$ cat src/include/idw_pkg.sv
package idw_pkg;

  // ==========================================================
  // Register offsets (byte addresses on APB)
  localparam logic [7:0] ADDR_INDEX    = 8'h00;
  localparam logic [7:0] ADDR_DATA     = 8'h04;
  localparam logic [7:0] ADDR_UDMA     = 8'h08;
  localparam logic [7:0] ADDR_APM      = 8'h0c;
  localparam logic [7:0] ADDR_PWREV    = 8'h10;
  localparam logic [7:0] ADDR_ERASE    = 8'h14;
  localparam logic [7:0] ADDR_HWRES    = 8'h18;
  localparam logic [7:0] ADDR_SECCFG   = 8'h1c;
  localparam logic [7:0] ADDR_LBA_LO   = 8'h20;
  localparam logic [7:0] ADDR_LBA_HI   = 8'h24;
  localparam logic [7:0] ADDR_EVENT    = 8'h28;
  localparam logic [7:0] ADDR_LOWSUM   = 8'h2c;
  localparam logic [7:0] ADDR_W53      = 8'h30;
  localparam logic [7:0] ADDR_CHKSUM   = 8'h34;

  // ==========================================================
  // Word numbers inside the identify sector
  localparam logic [7:0] W_FIRST = 8'h52;  // 82
  localparam logic [7:0] W_83    = 8'h53;
  localparam logic [7:0] W_84    = 8'h54;
  localparam logic [7:0] W_85    = 8'h55;
  localparam logic [7:0] W_86    = 8'h56;
  localparam logic [7:0] W_87    = 8'h57;
  localparam logic [7:0] W_88    = 8'h58;
  localparam logic [7:0] W_89    = 8'h59;
  localparam logic [7:0] W_90    = 8'h5a;
  localparam logic [7:0] W_91    = 8'h5b;
  localparam logic [7:0] W_92    = 8'h5c;
  localparam logic [7:0] W_93    = 8'h5d;
  localparam logic [7:0] W_100   = 8'h64;
  localparam logic [7:0] W_101   = 8'h65;
  localparam logic [7:0] W_102   = 8'h66;
  localparam logic [7:0] W_103   = 8'h67;
  localparam logic [7:0] W_128   = 8'h80;
  localparam logic [7:0] W_LAST  = 8'hff;  // 255, integrity word

  // ==========================================================
  // Fixed and reset word values
  localparam logic [15:0] VAL_W82   = 16'h746b;
  localparam logic [15:0] VAL_W83   = 16'h7d09;
  localparam logic [15:0] VAL_W84   = 16'h6023;
  localparam logic [15:0] VAL_W85   = 16'h7468;
  localparam logic [15:0] VAL_W86   = 16'h3c09;
  localparam logic [15:0] VAL_W87   = 16'h6023;
  localparam logic [15:0] VAL_W53   = 16'h0007;
  localparam logic [5:0]  UDMA_SUPP = 6'h3f;
  localparam logic [2:0]  UDMA_MAX  = 3'h5;
  localparam logic [7:0]  APM_RST   = 8'h80;
  localparam logic [7:0]  SIG_BYTE  = 8'ha5;  // Low byte of word 255
  localparam logic [2:0]  UNLOCK_TRIES = 3'h5;

  // ==========================================================
  // Field positions
  localparam int unsigned UDMA_EN_BIT  = 3;
  localparam int unsigned EV_SMPW_BIT  = 0;
  localparam int unsigned EV_FAIL_BIT  = 1;

  // Hardware reset result, as written by firmware after reset
  typedef struct packed {
    logic       cable_hi;     // 8
    logic       is_dev1;      // 7
    logic       resp_dev1;    // 6
    logic       dasp_seen;    // 5
    logic       pdiag_seen;   // 4
    logic       diag_pass;    // 3
    logic [1:0] num_method;   // 2:1
    logic       pdiag_drove;  // 0
  } idw_hwres_s;

  typedef struct packed {
    logic level_max;  // 5
    logic enh_erase;  // 4
    logic frozen;     // 3
    logic locked;     // 2
    logic enabled;    // 1
    logic supported;  // 0
  } idw_sec_s;

endpackage

$ cat src/logic/idw_identify_upper.sv
// How it works
// Word 82 reads 746Bh: HPA, security and SMART supported.
// Word 83 reads 7D09h, bit 15 zero, bit 14 one.
// Word 84 reads 6023h with logging and self-test bits.
// Word 85 defaults 7468h, enable mirror of word 82.
// Word 86 defaults 3C09h, enable mirror of word 83.
// Word 86 bit 8 sets after a set-max password command.
// Word 87 reads 6023h.
// Word 88: modes 0-5 supported, active mode at bit 8+mode.
// Word 89 holds the erase-time code 0, 1-254 or 255.
// Word 91 low byte is APM level, high byte zero, reset 80h.
// Word 92 holds the master password revision code.
// Word 93 bit 15 zero, 14 one, 13 cable-detect level.
// As device 1, bits 12-8 give PDIAG, numbering method, one.
// As device 0, bits 7-0 give reset results and method.
// Word 94 reads zero.
// Words 100-103 give the current 48-bit maximum LBA.
// Words 127 and 160 read zero.
// Words 176-205 read zero.
// Word 128 reports level, enhanced erase, frozen, locked, etc.
// Exhausted unlock tries set bit 4 and abort until reset.
// Word 255 high byte makes the 512-byte sum zero.
// Word 53 bit 2 stays set.
// Reserved words read zero.
// Host checks the checksum before trusting the sector.
//
// Added by the designer: the APB slave port and the address map.
`timescale 1ns/10ps

module idw_identify_upper (
  input  wire logic        mclk,
  input  wire logic        sys_rst,
  input  wire logic        psel,
  input  wire logic        penable,
  input  wire logic        pwrite,
  input  wire logic [7:0]  paddr,
  input  wire logic [31:0] pwdata,
  output logic      [31:0] prdata,
  output logic             pready,
  output logic             pslverr,
  output logic             sec_abort
);
  import idw_pkg::*;

  // ==========================================================
  // Configuration state
  logic [7:0]  index_reg,  index_next;
  logic [5:0]  udma_reg,   udma_next;
  logic [7:0]  apm_reg,    apm_next;
  logic [15:0] pwrev_reg,  pwrev_next;
  logic [15:0] erase_reg,  erase_next;
  idw_hwres_s  hwres_reg,  hwres_next;
  idw_sec_s    sec_reg,    sec_next;
  logic [31:0] lba_lo_reg, lba_lo_next;
  logic [15:0] lba_hi_reg, lba_hi_next;
  logic [7:0]  lowsum_reg, lowsum_next;
  logic        smext_reg,  smext_next;
  logic [2:0]  fail_reg,   fail_next;
  logic        expd_reg,   expd_next;
  logic [7:0]  chk_reg,    chk_next;

  logic        wr_en;
  logic [15:0] id_word;
  logic [15:0] w86, w88, w93, w128;

  assign wr_en = psel & penable & pwrite & pready;

  // ==========================================================
  // Register writes and hardware events
  always_comb begin
    index_next  = index_reg;
    udma_next   = udma_reg;
    apm_next    = apm_reg;
    pwrev_next  = pwrev_reg;
    erase_next  = erase_reg;
    hwres_next  = hwres_reg;
    sec_next    = sec_reg;
    lba_lo_next = lba_lo_reg;
    lba_hi_next = lba_hi_reg;
    lowsum_next = lowsum_reg;
    smext_next  = smext_reg;
    fail_next   = fail_reg;
    expd_next   = expd_reg;
    if (wr_en) begin
      case (paddr)
        ADDR_INDEX:  index_next  = pwdata[7:0];
        ADDR_UDMA: begin
          // Out-of-range modes are ignored; enable low deselects all
          if (!pwdata[UDMA_EN_BIT]) begin
            udma_next = '0;
          end else if (pwdata[2:0] <= UDMA_MAX) begin
            udma_next = 6'h01 << pwdata[2:0];
          end
        end
        ADDR_APM:    apm_next    = pwdata[7:0];
        ADDR_PWREV:  pwrev_next  = pwdata[15:0];
        ADDR_ERASE:  erase_next  = pwdata[15:0];
        ADDR_HWRES:  hwres_next  = idw_hwres_s'(pwdata[8:0]);
        ADDR_SECCFG: sec_next    = idw_sec_s'(pwdata[5:0]);
        ADDR_LBA_LO: lba_lo_next = pwdata;
        ADDR_LBA_HI: lba_hi_next = pwdata[15:0];
        ADDR_LOWSUM: lowsum_next = pwdata[7:0];
        ADDR_EVENT: begin
          if (pwdata[EV_SMPW_BIT]) begin
            smext_next = 1'b1;
          end
          // Only a reset clears the expired state
          if (pwdata[EV_FAIL_BIT] && !expd_reg) begin
            fail_next = fail_reg + 3'h1;
            if (fail_reg + 3'h1 == UNLOCK_TRIES) begin
              expd_next = 1'b1;
            end
          end
        end
        default: ;
      endcase
    end
  end

  always_ff @(posedge mclk) begin
    if (sys_rst) begin
      index_reg  <= W_FIRST;
      udma_reg   <= '0;
      apm_reg    <= APM_RST;
      pwrev_reg  <= '0;
      erase_reg  <= '0;
      hwres_reg  <= '0;
      sec_reg    <= '0;
      lba_lo_reg <= '0;
      lba_hi_reg <= '0;
      lowsum_reg <= '0;
      smext_reg  <= 1'b0;
      fail_reg   <= '0;
      expd_reg   <= 1'b0;
    end else begin
      index_reg  <= index_next;
      udma_reg   <= udma_next;
      apm_reg    <= apm_next;
      pwrev_reg  <= pwrev_next;
      erase_reg  <= erase_next;
      hwres_reg  <= hwres_next;
      sec_reg    <= sec_next;
      lba_lo_reg <= lba_lo_next;
      lba_hi_reg <= lba_hi_next;
      lowsum_reg <= lowsum_next;
      smext_reg  <= smext_next;
      fail_reg   <= fail_next;
      expd_reg   <= expd_next;
    end
  end

  // ==========================================================
  // Composed sector words
  always_comb begin
    w86 = VAL_W86 | {7'h00, smext_reg, 8'h00};
    w88 = {2'h0, udma_reg, 2'h0, UDMA_SUPP};
    w93 = {1'b0, 1'b1, hwres_reg.cable_hi, 13'h0000};
    if (hwres_reg.is_dev1) begin
      w93[12:8] = {1'b0, hwres_reg.pdiag_drove,
                   hwres_reg.num_method, 1'b1};
    end else begin
      w93[7:0] = {1'b0, hwres_reg.resp_dev1, hwres_reg.dasp_seen,
                  hwres_reg.pdiag_seen, hwres_reg.diag_pass,
                  hwres_reg.num_method, 1'b1};
    end
    w128 = {7'h00, sec_reg.level_max, 2'h0, sec_reg.enh_erase,
            expd_reg, sec_reg.frozen, sec_reg.locked,
            sec_reg.enabled, sec_reg.supported};
  end

  function automatic logic [7:0] bsum(input logic [15:0] w);
    bsum = w[15:8] + w[7:0];
  endfunction

  // Only the non-zero words take part; all others are zero
  always_comb begin
    logic [7:0] s;
    s = lowsum_reg + SIG_BYTE;
    s = s + bsum(VAL_W82) + bsum(VAL_W83) + bsum(VAL_W84);
    s = s + bsum(VAL_W85) + bsum(w86) + bsum(VAL_W87);
    s = s + bsum(w88) + bsum(erase_reg) + bsum({8'h00, apm_reg});
    s = s + bsum(pwrev_reg) + bsum(w93) + bsum(w128);
    s = s + bsum(lba_lo_reg[15:0]) + bsum(lba_lo_reg[31:16]);
    s = s + bsum(lba_hi_reg);
    chk_next = 8'h00 - s;
  end

  // Checksum is registered to keep the adder tree off the bus path
  always_ff @(posedge mclk) begin
    if (sys_rst) begin
      chk_reg <= '0;
    end else begin
      chk_reg <= chk_next;
    end
  end

  always_comb begin
    case (index_reg)
      W_FIRST: id_word = VAL_W82;
      W_83:    id_word = VAL_W83;
      W_84:    id_word = VAL_W84;
      W_85:    id_word = VAL_W85;
      W_86:    id_word = w86;
      W_87:    id_word = VAL_W87;
      W_88:    id_word = w88;
      W_89:    id_word = {8'h00, erase_reg[7:0]};
      W_90:    id_word = {8'h00, erase_reg[15:8]};
      W_91:    id_word = {8'h00, apm_reg};
      W_92:    id_word = pwrev_reg;
      W_93:    id_word = w93;
      W_100:   id_word = lba_lo_reg[15:0];
      W_101:   id_word = lba_lo_reg[31:16];
      W_102:   id_word = lba_hi_reg;
      W_103:   id_word = '0;
      W_128:   id_word = w128;
      W_LAST:  id_word = {chk_reg, SIG_BYTE};
      // Words 94, 127, 160, 176-205 and all reserved words
      default: id_word = '0;
    endcase
  end

  // ==========================================================
  // APB slave: read data captured in the setup cycle, so the
  // access phase completes with no wait state
  logic [31:0] rd_next;
  logic        err_next;

  always_comb begin
    rd_next  = '0;
    err_next = 1'b0;
    case (paddr)
      ADDR_INDEX:  rd_next = {24'h000000, index_reg};
      ADDR_DATA:   rd_next = {16'h0000, id_word};
      ADDR_UDMA:   rd_next = {16'h0000, w88};
      ADDR_APM:    rd_next = {24'h000000, apm_reg};
      ADDR_PWREV:  rd_next = {16'h0000, pwrev_reg};
      ADDR_ERASE:  rd_next = {16'h0000, erase_reg};
      ADDR_HWRES:  rd_next = {23'h000000, hwres_reg};
      ADDR_SECCFG: rd_next = {26'h0000000, sec_reg};
      ADDR_LBA_LO: rd_next = lba_lo_reg;
      ADDR_LBA_HI: rd_next = {16'h0000, lba_hi_reg};
      ADDR_EVENT:  rd_next = {27'h0000000, fail_reg, expd_reg,
                              smext_reg};
      ADDR_LOWSUM: rd_next = {24'h000000, lowsum_reg};
      ADDR_W53:    rd_next = {16'h0000, VAL_W53};
      ADDR_CHKSUM: rd_next = {24'h000000, chk_reg};
      default:     err_next = 1'b1;
    endcase
  end

  always_ff @(posedge mclk) begin
    if (sys_rst) begin
      prdata    <= '0;
      pready    <= 1'b0;
      pslverr   <= 1'b0;
      sec_abort <= 1'b0;
    end else begin
      pready    <= psel & ~penable;
      prdata    <= (psel & ~penable & ~pwrite) ? rd_next : '0;
      pslverr   <= psel & ~penable & err_next;
      sec_abort <= expd_next;
    end
  end

endmodule

$ cat config.mk
export PLATFORM = sky130hd
export DESIGN_NAME = idw_identify_upper
export DESIGN_NICKNAME = d
export VERILOG_FILES = /design/src/include/idw_pkg.sv /design/src/logic/idw_identify_upper.sv
export SDC_FILE = /design/constraint.sdc
export NUM_CORES = 1
export LEC_CHECK = 0
export ABC_AREA = 1
export BUFFER_PORTS_ARGS = -buffer_cell sky130_fd_sc_hd__buf_2
export CAP_MARGIN = 15
export CORE_UTILIZATION = 55
export CTS_CLUSTER_DIAMETER = 200
export CTS_CLUSTER_SIZE = 16
export DETAILED_ROUTE_END_ITERATION = 8
export PLACE_DENSITY = 0.77
export SLEW_MARGIN = 10
export SYNTH_ARGS = -nofsm -noshare
export SYNTH_HDL_FRONTEND = slang
export SYNTH_SLANG_ARGS = --single-unit
$ cat constraint.sdc
create_clock -name mclk -period 5 [get_ports mclk]
set_input_delay 0.75 -clock mclk [delete_from_list [all_inputs] [get_ports mclk]]
set_output_delay 0.75 -clock mclk [all_outputs]
set_load 0.03 [all_outputs]
After elaboration in Yosys (flattened, before gate mapping)
Index checks and enable logic that the tools add are counted.
{"block": "word_totals", "register_bits": 172, "output_inout_bits": 35, "elab_cells": 125}
{"block": "classes", "addsub": 27, "n_lt_le_gt_ge": 1, "eq_ne": 32, "shifts": 1, "muxes": 7, "n_bitwise": 9, "reduce_logical": 19}
{"operator": "32-bit one-hot mux with 14 select lines", "count": 1}
{"operator": "16-bit one-hot mux with 16 select lines", "count": 1}
{"operator": "8-bit by 7-bit equality test with 1-bit output, second input constant", "count": 15}
{"operator": "8-bit adder", "count": 12}
{"operator": "8-bit adder, second input constant", "count": 6}
{"operator": "8-bit by 6-bit equality test with 1-bit output, second input constant", "count": 6}
{"operator": "8-bit by 5-bit equality test with 1-bit output, second input constant", "count": 4}
{"operator": "8-bit by 7-bit adder with 8-bit output", "count": 3}
{"operator": "2-bit AND reduction", "count": 9}
{"operator": "8-bit by 4-bit equality test with 1-bit output, second input constant", "count": 2}
{"operator": "8-bit equality test, second input constant", "count": 2}
{"operator": "14-bit OR reduction", "count": 1}
{"operator": "6-bit two-way mux", "count": 2}
{"operator": "3-bit AND reduction", "count": 3}
{"operator": "7-bit by 8-bit adder with 8-bit output", "count": 1}
{"operator": "8-bit by 3-bit equality test with 1-bit output, second input constant", "count": 1}
{"operator": "8-bit logical NOT", "count": 1}
{"operator": "1-bit by 8-bit subtractor with 8-bit output, first input constant", "count": 1}
{"operator": "1-bit by 6-bit adder with 7-bit output", "count": 1}
{"operator": "6-bit by 4-bit adder with 7-bit output, second input constant", "count": 1}
{"operator": "6-bit by 6-bit adder with 7-bit output, second input constant", "count": 1}
{"operator": "7-bit two-way mux", "count": 1}
{"operator": "1-bit AND", "count": 6}
{"operator": "1-bit by 3-bit << shifter with 6-bit output, first input constant", "count": 1}
{"operator": "other kinds (11)", "count": 14}

Depth between registers and ports, before layout
{"block": "logic_depth", "word_depth": 17, "depth_mapped": 26, "depth_no_buf": 25}

Worst setup path after synthesis
OpenSTA, ideal clock, no wires.
{"block": "synth_timing", "kind": "reg-to-reg", "from": "register sec_abort (netlist name)", "to": "register chk_reg[7]", "setup_ns": 0.113, "arrival_ns": 4.579, "setup_slack_ns": 0.309, "path_stages_with_launch": 21, "cell_sequence": "dfxtp_1 fa_1 fa_1 fa_1 inv_1 fa_1 fa_1 inv_1 fa_1 inv_1 ha_1 a21oi_1 o21ai_0 a31oi_1 inv_1 nand2_1 nand2_1 inv_1 nand2_1 nand2_1 nor2_1"}
{"item": "end signal: assignment", "line": "idw_identify_upper.sv:193", "source": "chk_reg <= chk_next;"}
{"item": "end: declaration", "line": "idw_identify_upper.sv:60", "source": "logic [7:0] chk_reg, chk_next;"}

Worst setup path after layout
{"block": "layout_timing", "from": "register hwres_reg[7] in the netlist's numbering", "to": "register chk_reg[7]"}
{"block": "layout_via", "elab_chain_cells": 8}
{"item": "start: declaration", "line": "idw_identify_upper.sv:52", "source": "idw_hwres_s hwres_reg, hwres_next;"}
{"item": "start signal: assignment", "line": "idw_identify_upper.sv:141", "source": "hwres_reg <= hwres_next;"}
{"item": "4-bit two-way mux / 7-bit two-way mux (equally long branches)", "line": "idw_identify_upper.sv:158", "source": "if (hwres_reg.is_dev1) begin"}
{"item": "7-bit by 8-bit adder with 8-bit output (*)", "line": "idw_identify_upper.sv:172", "source": "bsum = w[15:8] + w[7:0];"}
{"item": "8-bit adder (*)", "line": "idw_identify_upper.sv:182", "source": "s = s + bsum(pwrev_reg) + bsum(w93) + bsum(w128);"}
{"item": "8-bit by 7-bit adder with 8-bit output (*)", "line": "idw_identify_upper.sv:182"}
{"item": "8-bit adder (*) (2 in series)", "line": "idw_identify_upper.sv:183", "source": "s = s + bsum(lba_lo_reg[15:0]) + bsum(lba_lo_reg[31:16]);"}
{"item": "8-bit adder (*)", "line": "idw_identify_upper.sv:184", "source": "s = s + bsum(lba_hi_reg);"}
{"item": "1-bit by 8-bit subtractor with 8-bit output (*)", "line": "idw_identify_upper.sv:185", "source": "chk_next = 8'h00 - s;"}
Every way passes the cells marked *; elsewhere a longest branch is shown, timed or not.
A chain may end at the register's enable or synchronous reset.

==> out/qor.txt <==
most numerous cell on the critical path = fa_1
Post-Synthesis Net Count = 1688
routed wire length = 43100 um
initial core utilization = 0.561
overall global routing resource usage = 0.414
commonest non-fill, non-tap cell in the layout = inv_1
row count = 52
worst reg-to-reg path cell count = 20
Clock Pin Slew Worst Setup and Hold Paths = 0.07 ns
CP Capture Type = flop
Finished Core Util = 0.624
VDD IR max = 0.203 mV
Slew @ Worst Pin = 1.18 ns
flop-to-flop setup slack = 0.20 ns
Crit Path Category = flop to flop
Crit path largest cell delay = 0.54 ns
routed length per instance = 23.0 um
initial antenna violation count = 0
sequential area share after synthesis = 0.304
Starting DRT DRC Count = 1442
Clock Path Buffers = 2
fin. max-slew vios = 0
Clock Root Buffer = clkbuf_16
Inserted Clock Buffers = 17
Routed Antenna Nets = 0
pin count of the biggest net entering global routing = 84
Slew headroom = 0.209
final hold violations = 0
vias in the first global route = 10800
FMAX = 208 MHz
total number of vias = 11200
I/O pins = 80
status = complete, no violations
Crit path buffers/inverters = 4
fin nets = 1756
RD Place Congestion = 1.08
power after layout = 0.00291 W
Avg Inst Size Synth = 7.44 um^2
fraction of layout cells with a size suffix above 1 = 0.143
synthesized instance count = 1525
crit path cell chain = nor2_4 -> fa_2 -> fa_1 -> fa_1 -> inv_1 -> fa_1 -> fa_1 -> inv_2 -> fa_1 -> inv_2 -> ha_4 -> a21oi_4 -> o21ai_2 -> a31oi_2 -> nand3_1 -> nand2_1 -> inv_1 -> nand2_1 -> nand2_1 -> nor2_1
commonest non-fill, non-tap cells in the layout = inv_1, nand2_1, dfxtp_1
Pwr Density = 230 mW/mm^2
routed vias/inst = 5.95
crit path max fanout = 8
global route overflow = 0
CTS Sinks = 172
Worst-Skew Late Latency = 0.45 ns
Critical Path RT = 5.38 ns
nature of the critical path startpoint = flop
Post-DP HPWL = 31800 um
DRT Pass-1 Iters = 6
CP arrival = 5.17 ns
Placeable Area = 0.0202 mm^2
Setup violations, final = 0
Multi-input gate area = 0.00659 mm^2
Layout Area Growth over Synthesis = 11.2%
Hold Crit Class = flop to flop
H-tree levels = 4
Tmin final = 4.80 ns
Filler cells = 1828
CP top delay family = adder cells
Register Area = 0.00345 mm^2
CTS tree = done
mapped cell area = 0.0113 mm^2
first-pass GRT wire length = 64300 um
width of the die = 146 um
Yosys reg bits = 172
WHS Path Cells = 2
Max-cap violations = 0
Cell variety after synth = 41
die height = 146 um
Fin Clk Skew = 0.0123 ns
yosys warns = 0
cell count along the critical path = 20
crit share post-route = 0.960
port buffer count = 79
CP max stage cell = fa_1
DIE AREA = 0.0212 mm^2
P_leak = 5.56 nW
drt drc = 0
-- tightest hold or removal path, stage by stage, from the launching register on --
cell,delay [ns]
dfxtp_1,0.33
inv_1,0.07
a21oi_1,0.05
-- synthesized netlist by cell type, drive strengths merged --
cell	number	share of area
xor2	5	0.0039
nand4	6	0.0039
ha	35	0.039
o22ai	23	0.013
nand3b	5	0.0033
nand3	62	0.030
a211oi	9	0.0064
nor3	30	0.022
a31oi	2	0.0011
clkbuf	26	0.0086
dfxtp	172	0.30
o211a	1	0.00088
a21oi	139	0.062
nor3b	1	0.00066
buf	26	0.020
nand2	271	0.094
fa	83	0.15
o221ai	2	0.0015
o21ai	163	0.072
nor2	166	0.063
xnor2	1	0.00077
o2111ai	4	0.0031
inv	281	0.093
o211ai	12	0.0079
-- report_power, final --
| group | total, W | internal (W) | switching (W) |
|---|---|---|---|
| registers | 0.00137 | 0.00137 | 0.00000198 |
| clock network | 0.00143 | 0.000771 | 0.000656 |
| logic | 0.000107 | 0.0000285 | 0.0000781 |
-- timing repair --
item	CTS	global route
hold buffers	0	0
buffers inserted	0	2
setup endpoints to repair	1	1
pin swaps	0	19
resized for setup	1	29
hold endpoints to repair	0	0
-- cell families after synthesis --
family,after synthesis,synth area share
simple gates,541,0.218
compound gates,355,0.168
buf+inv,333,0.121
flops,172,0.304
fa+ha+maj,118,0.185
xor+xnor,6,0.00463
-- layer usage --
layer | track usage | vias to the layer above | part of all wire
li1 | - | 4991 | -
met1 | 0.507 | 5168 | 0.37
met2 | 0.642 | 789 | 0.45
met3 | 0.0969 | 214 | 0.11
met4 | 0.299 | 0 | 0.077
met5 | 0 | - | 0
-- path summary, 6_finish.rpt --
check	start	endpoint
min reg2reg	lba_hi_reg[2]	lba_hi_reg[2]
max reg2reg	hwres_reg[7]	chk_reg[7]
max	hwres_reg[7]	chk_reg[7]
min	lba_hi_reg[2]	lba_hi_reg[2]
-- area by class of cell --
class                           instances  area share
Clock buffer                           18      0.0348
Multi-Input combinational cell       1020       0.522
Inverter                              281      0.0838
Antenna cell                            1    0.000198
Timing Repair Buffer                  101      0.0444
Sequential cell                       172       0.274
Tap cell                              270      0.0268
Clock inverter                         14      0.0141
-- through the flow --
stage          instance area, um^2  cells  worst slack [ns]  setup TNS, ns  hold slack [ns]
2_1_floorplan                11300   1525             0.309              0            0.445
3_3_place_gp                 11900   1842             0.162              0            0.468
3_5_place_dp                 11900   1842            0.0413              0            0.482
4_1_cts                      12500   1874            0.0739              0            0.491
5_1_grt                      12600   1876          -0.00353       -0.00353            0.515
6_report                     12600   1877             0.201              0            0.493
Power figures use the tool's default switching activity.
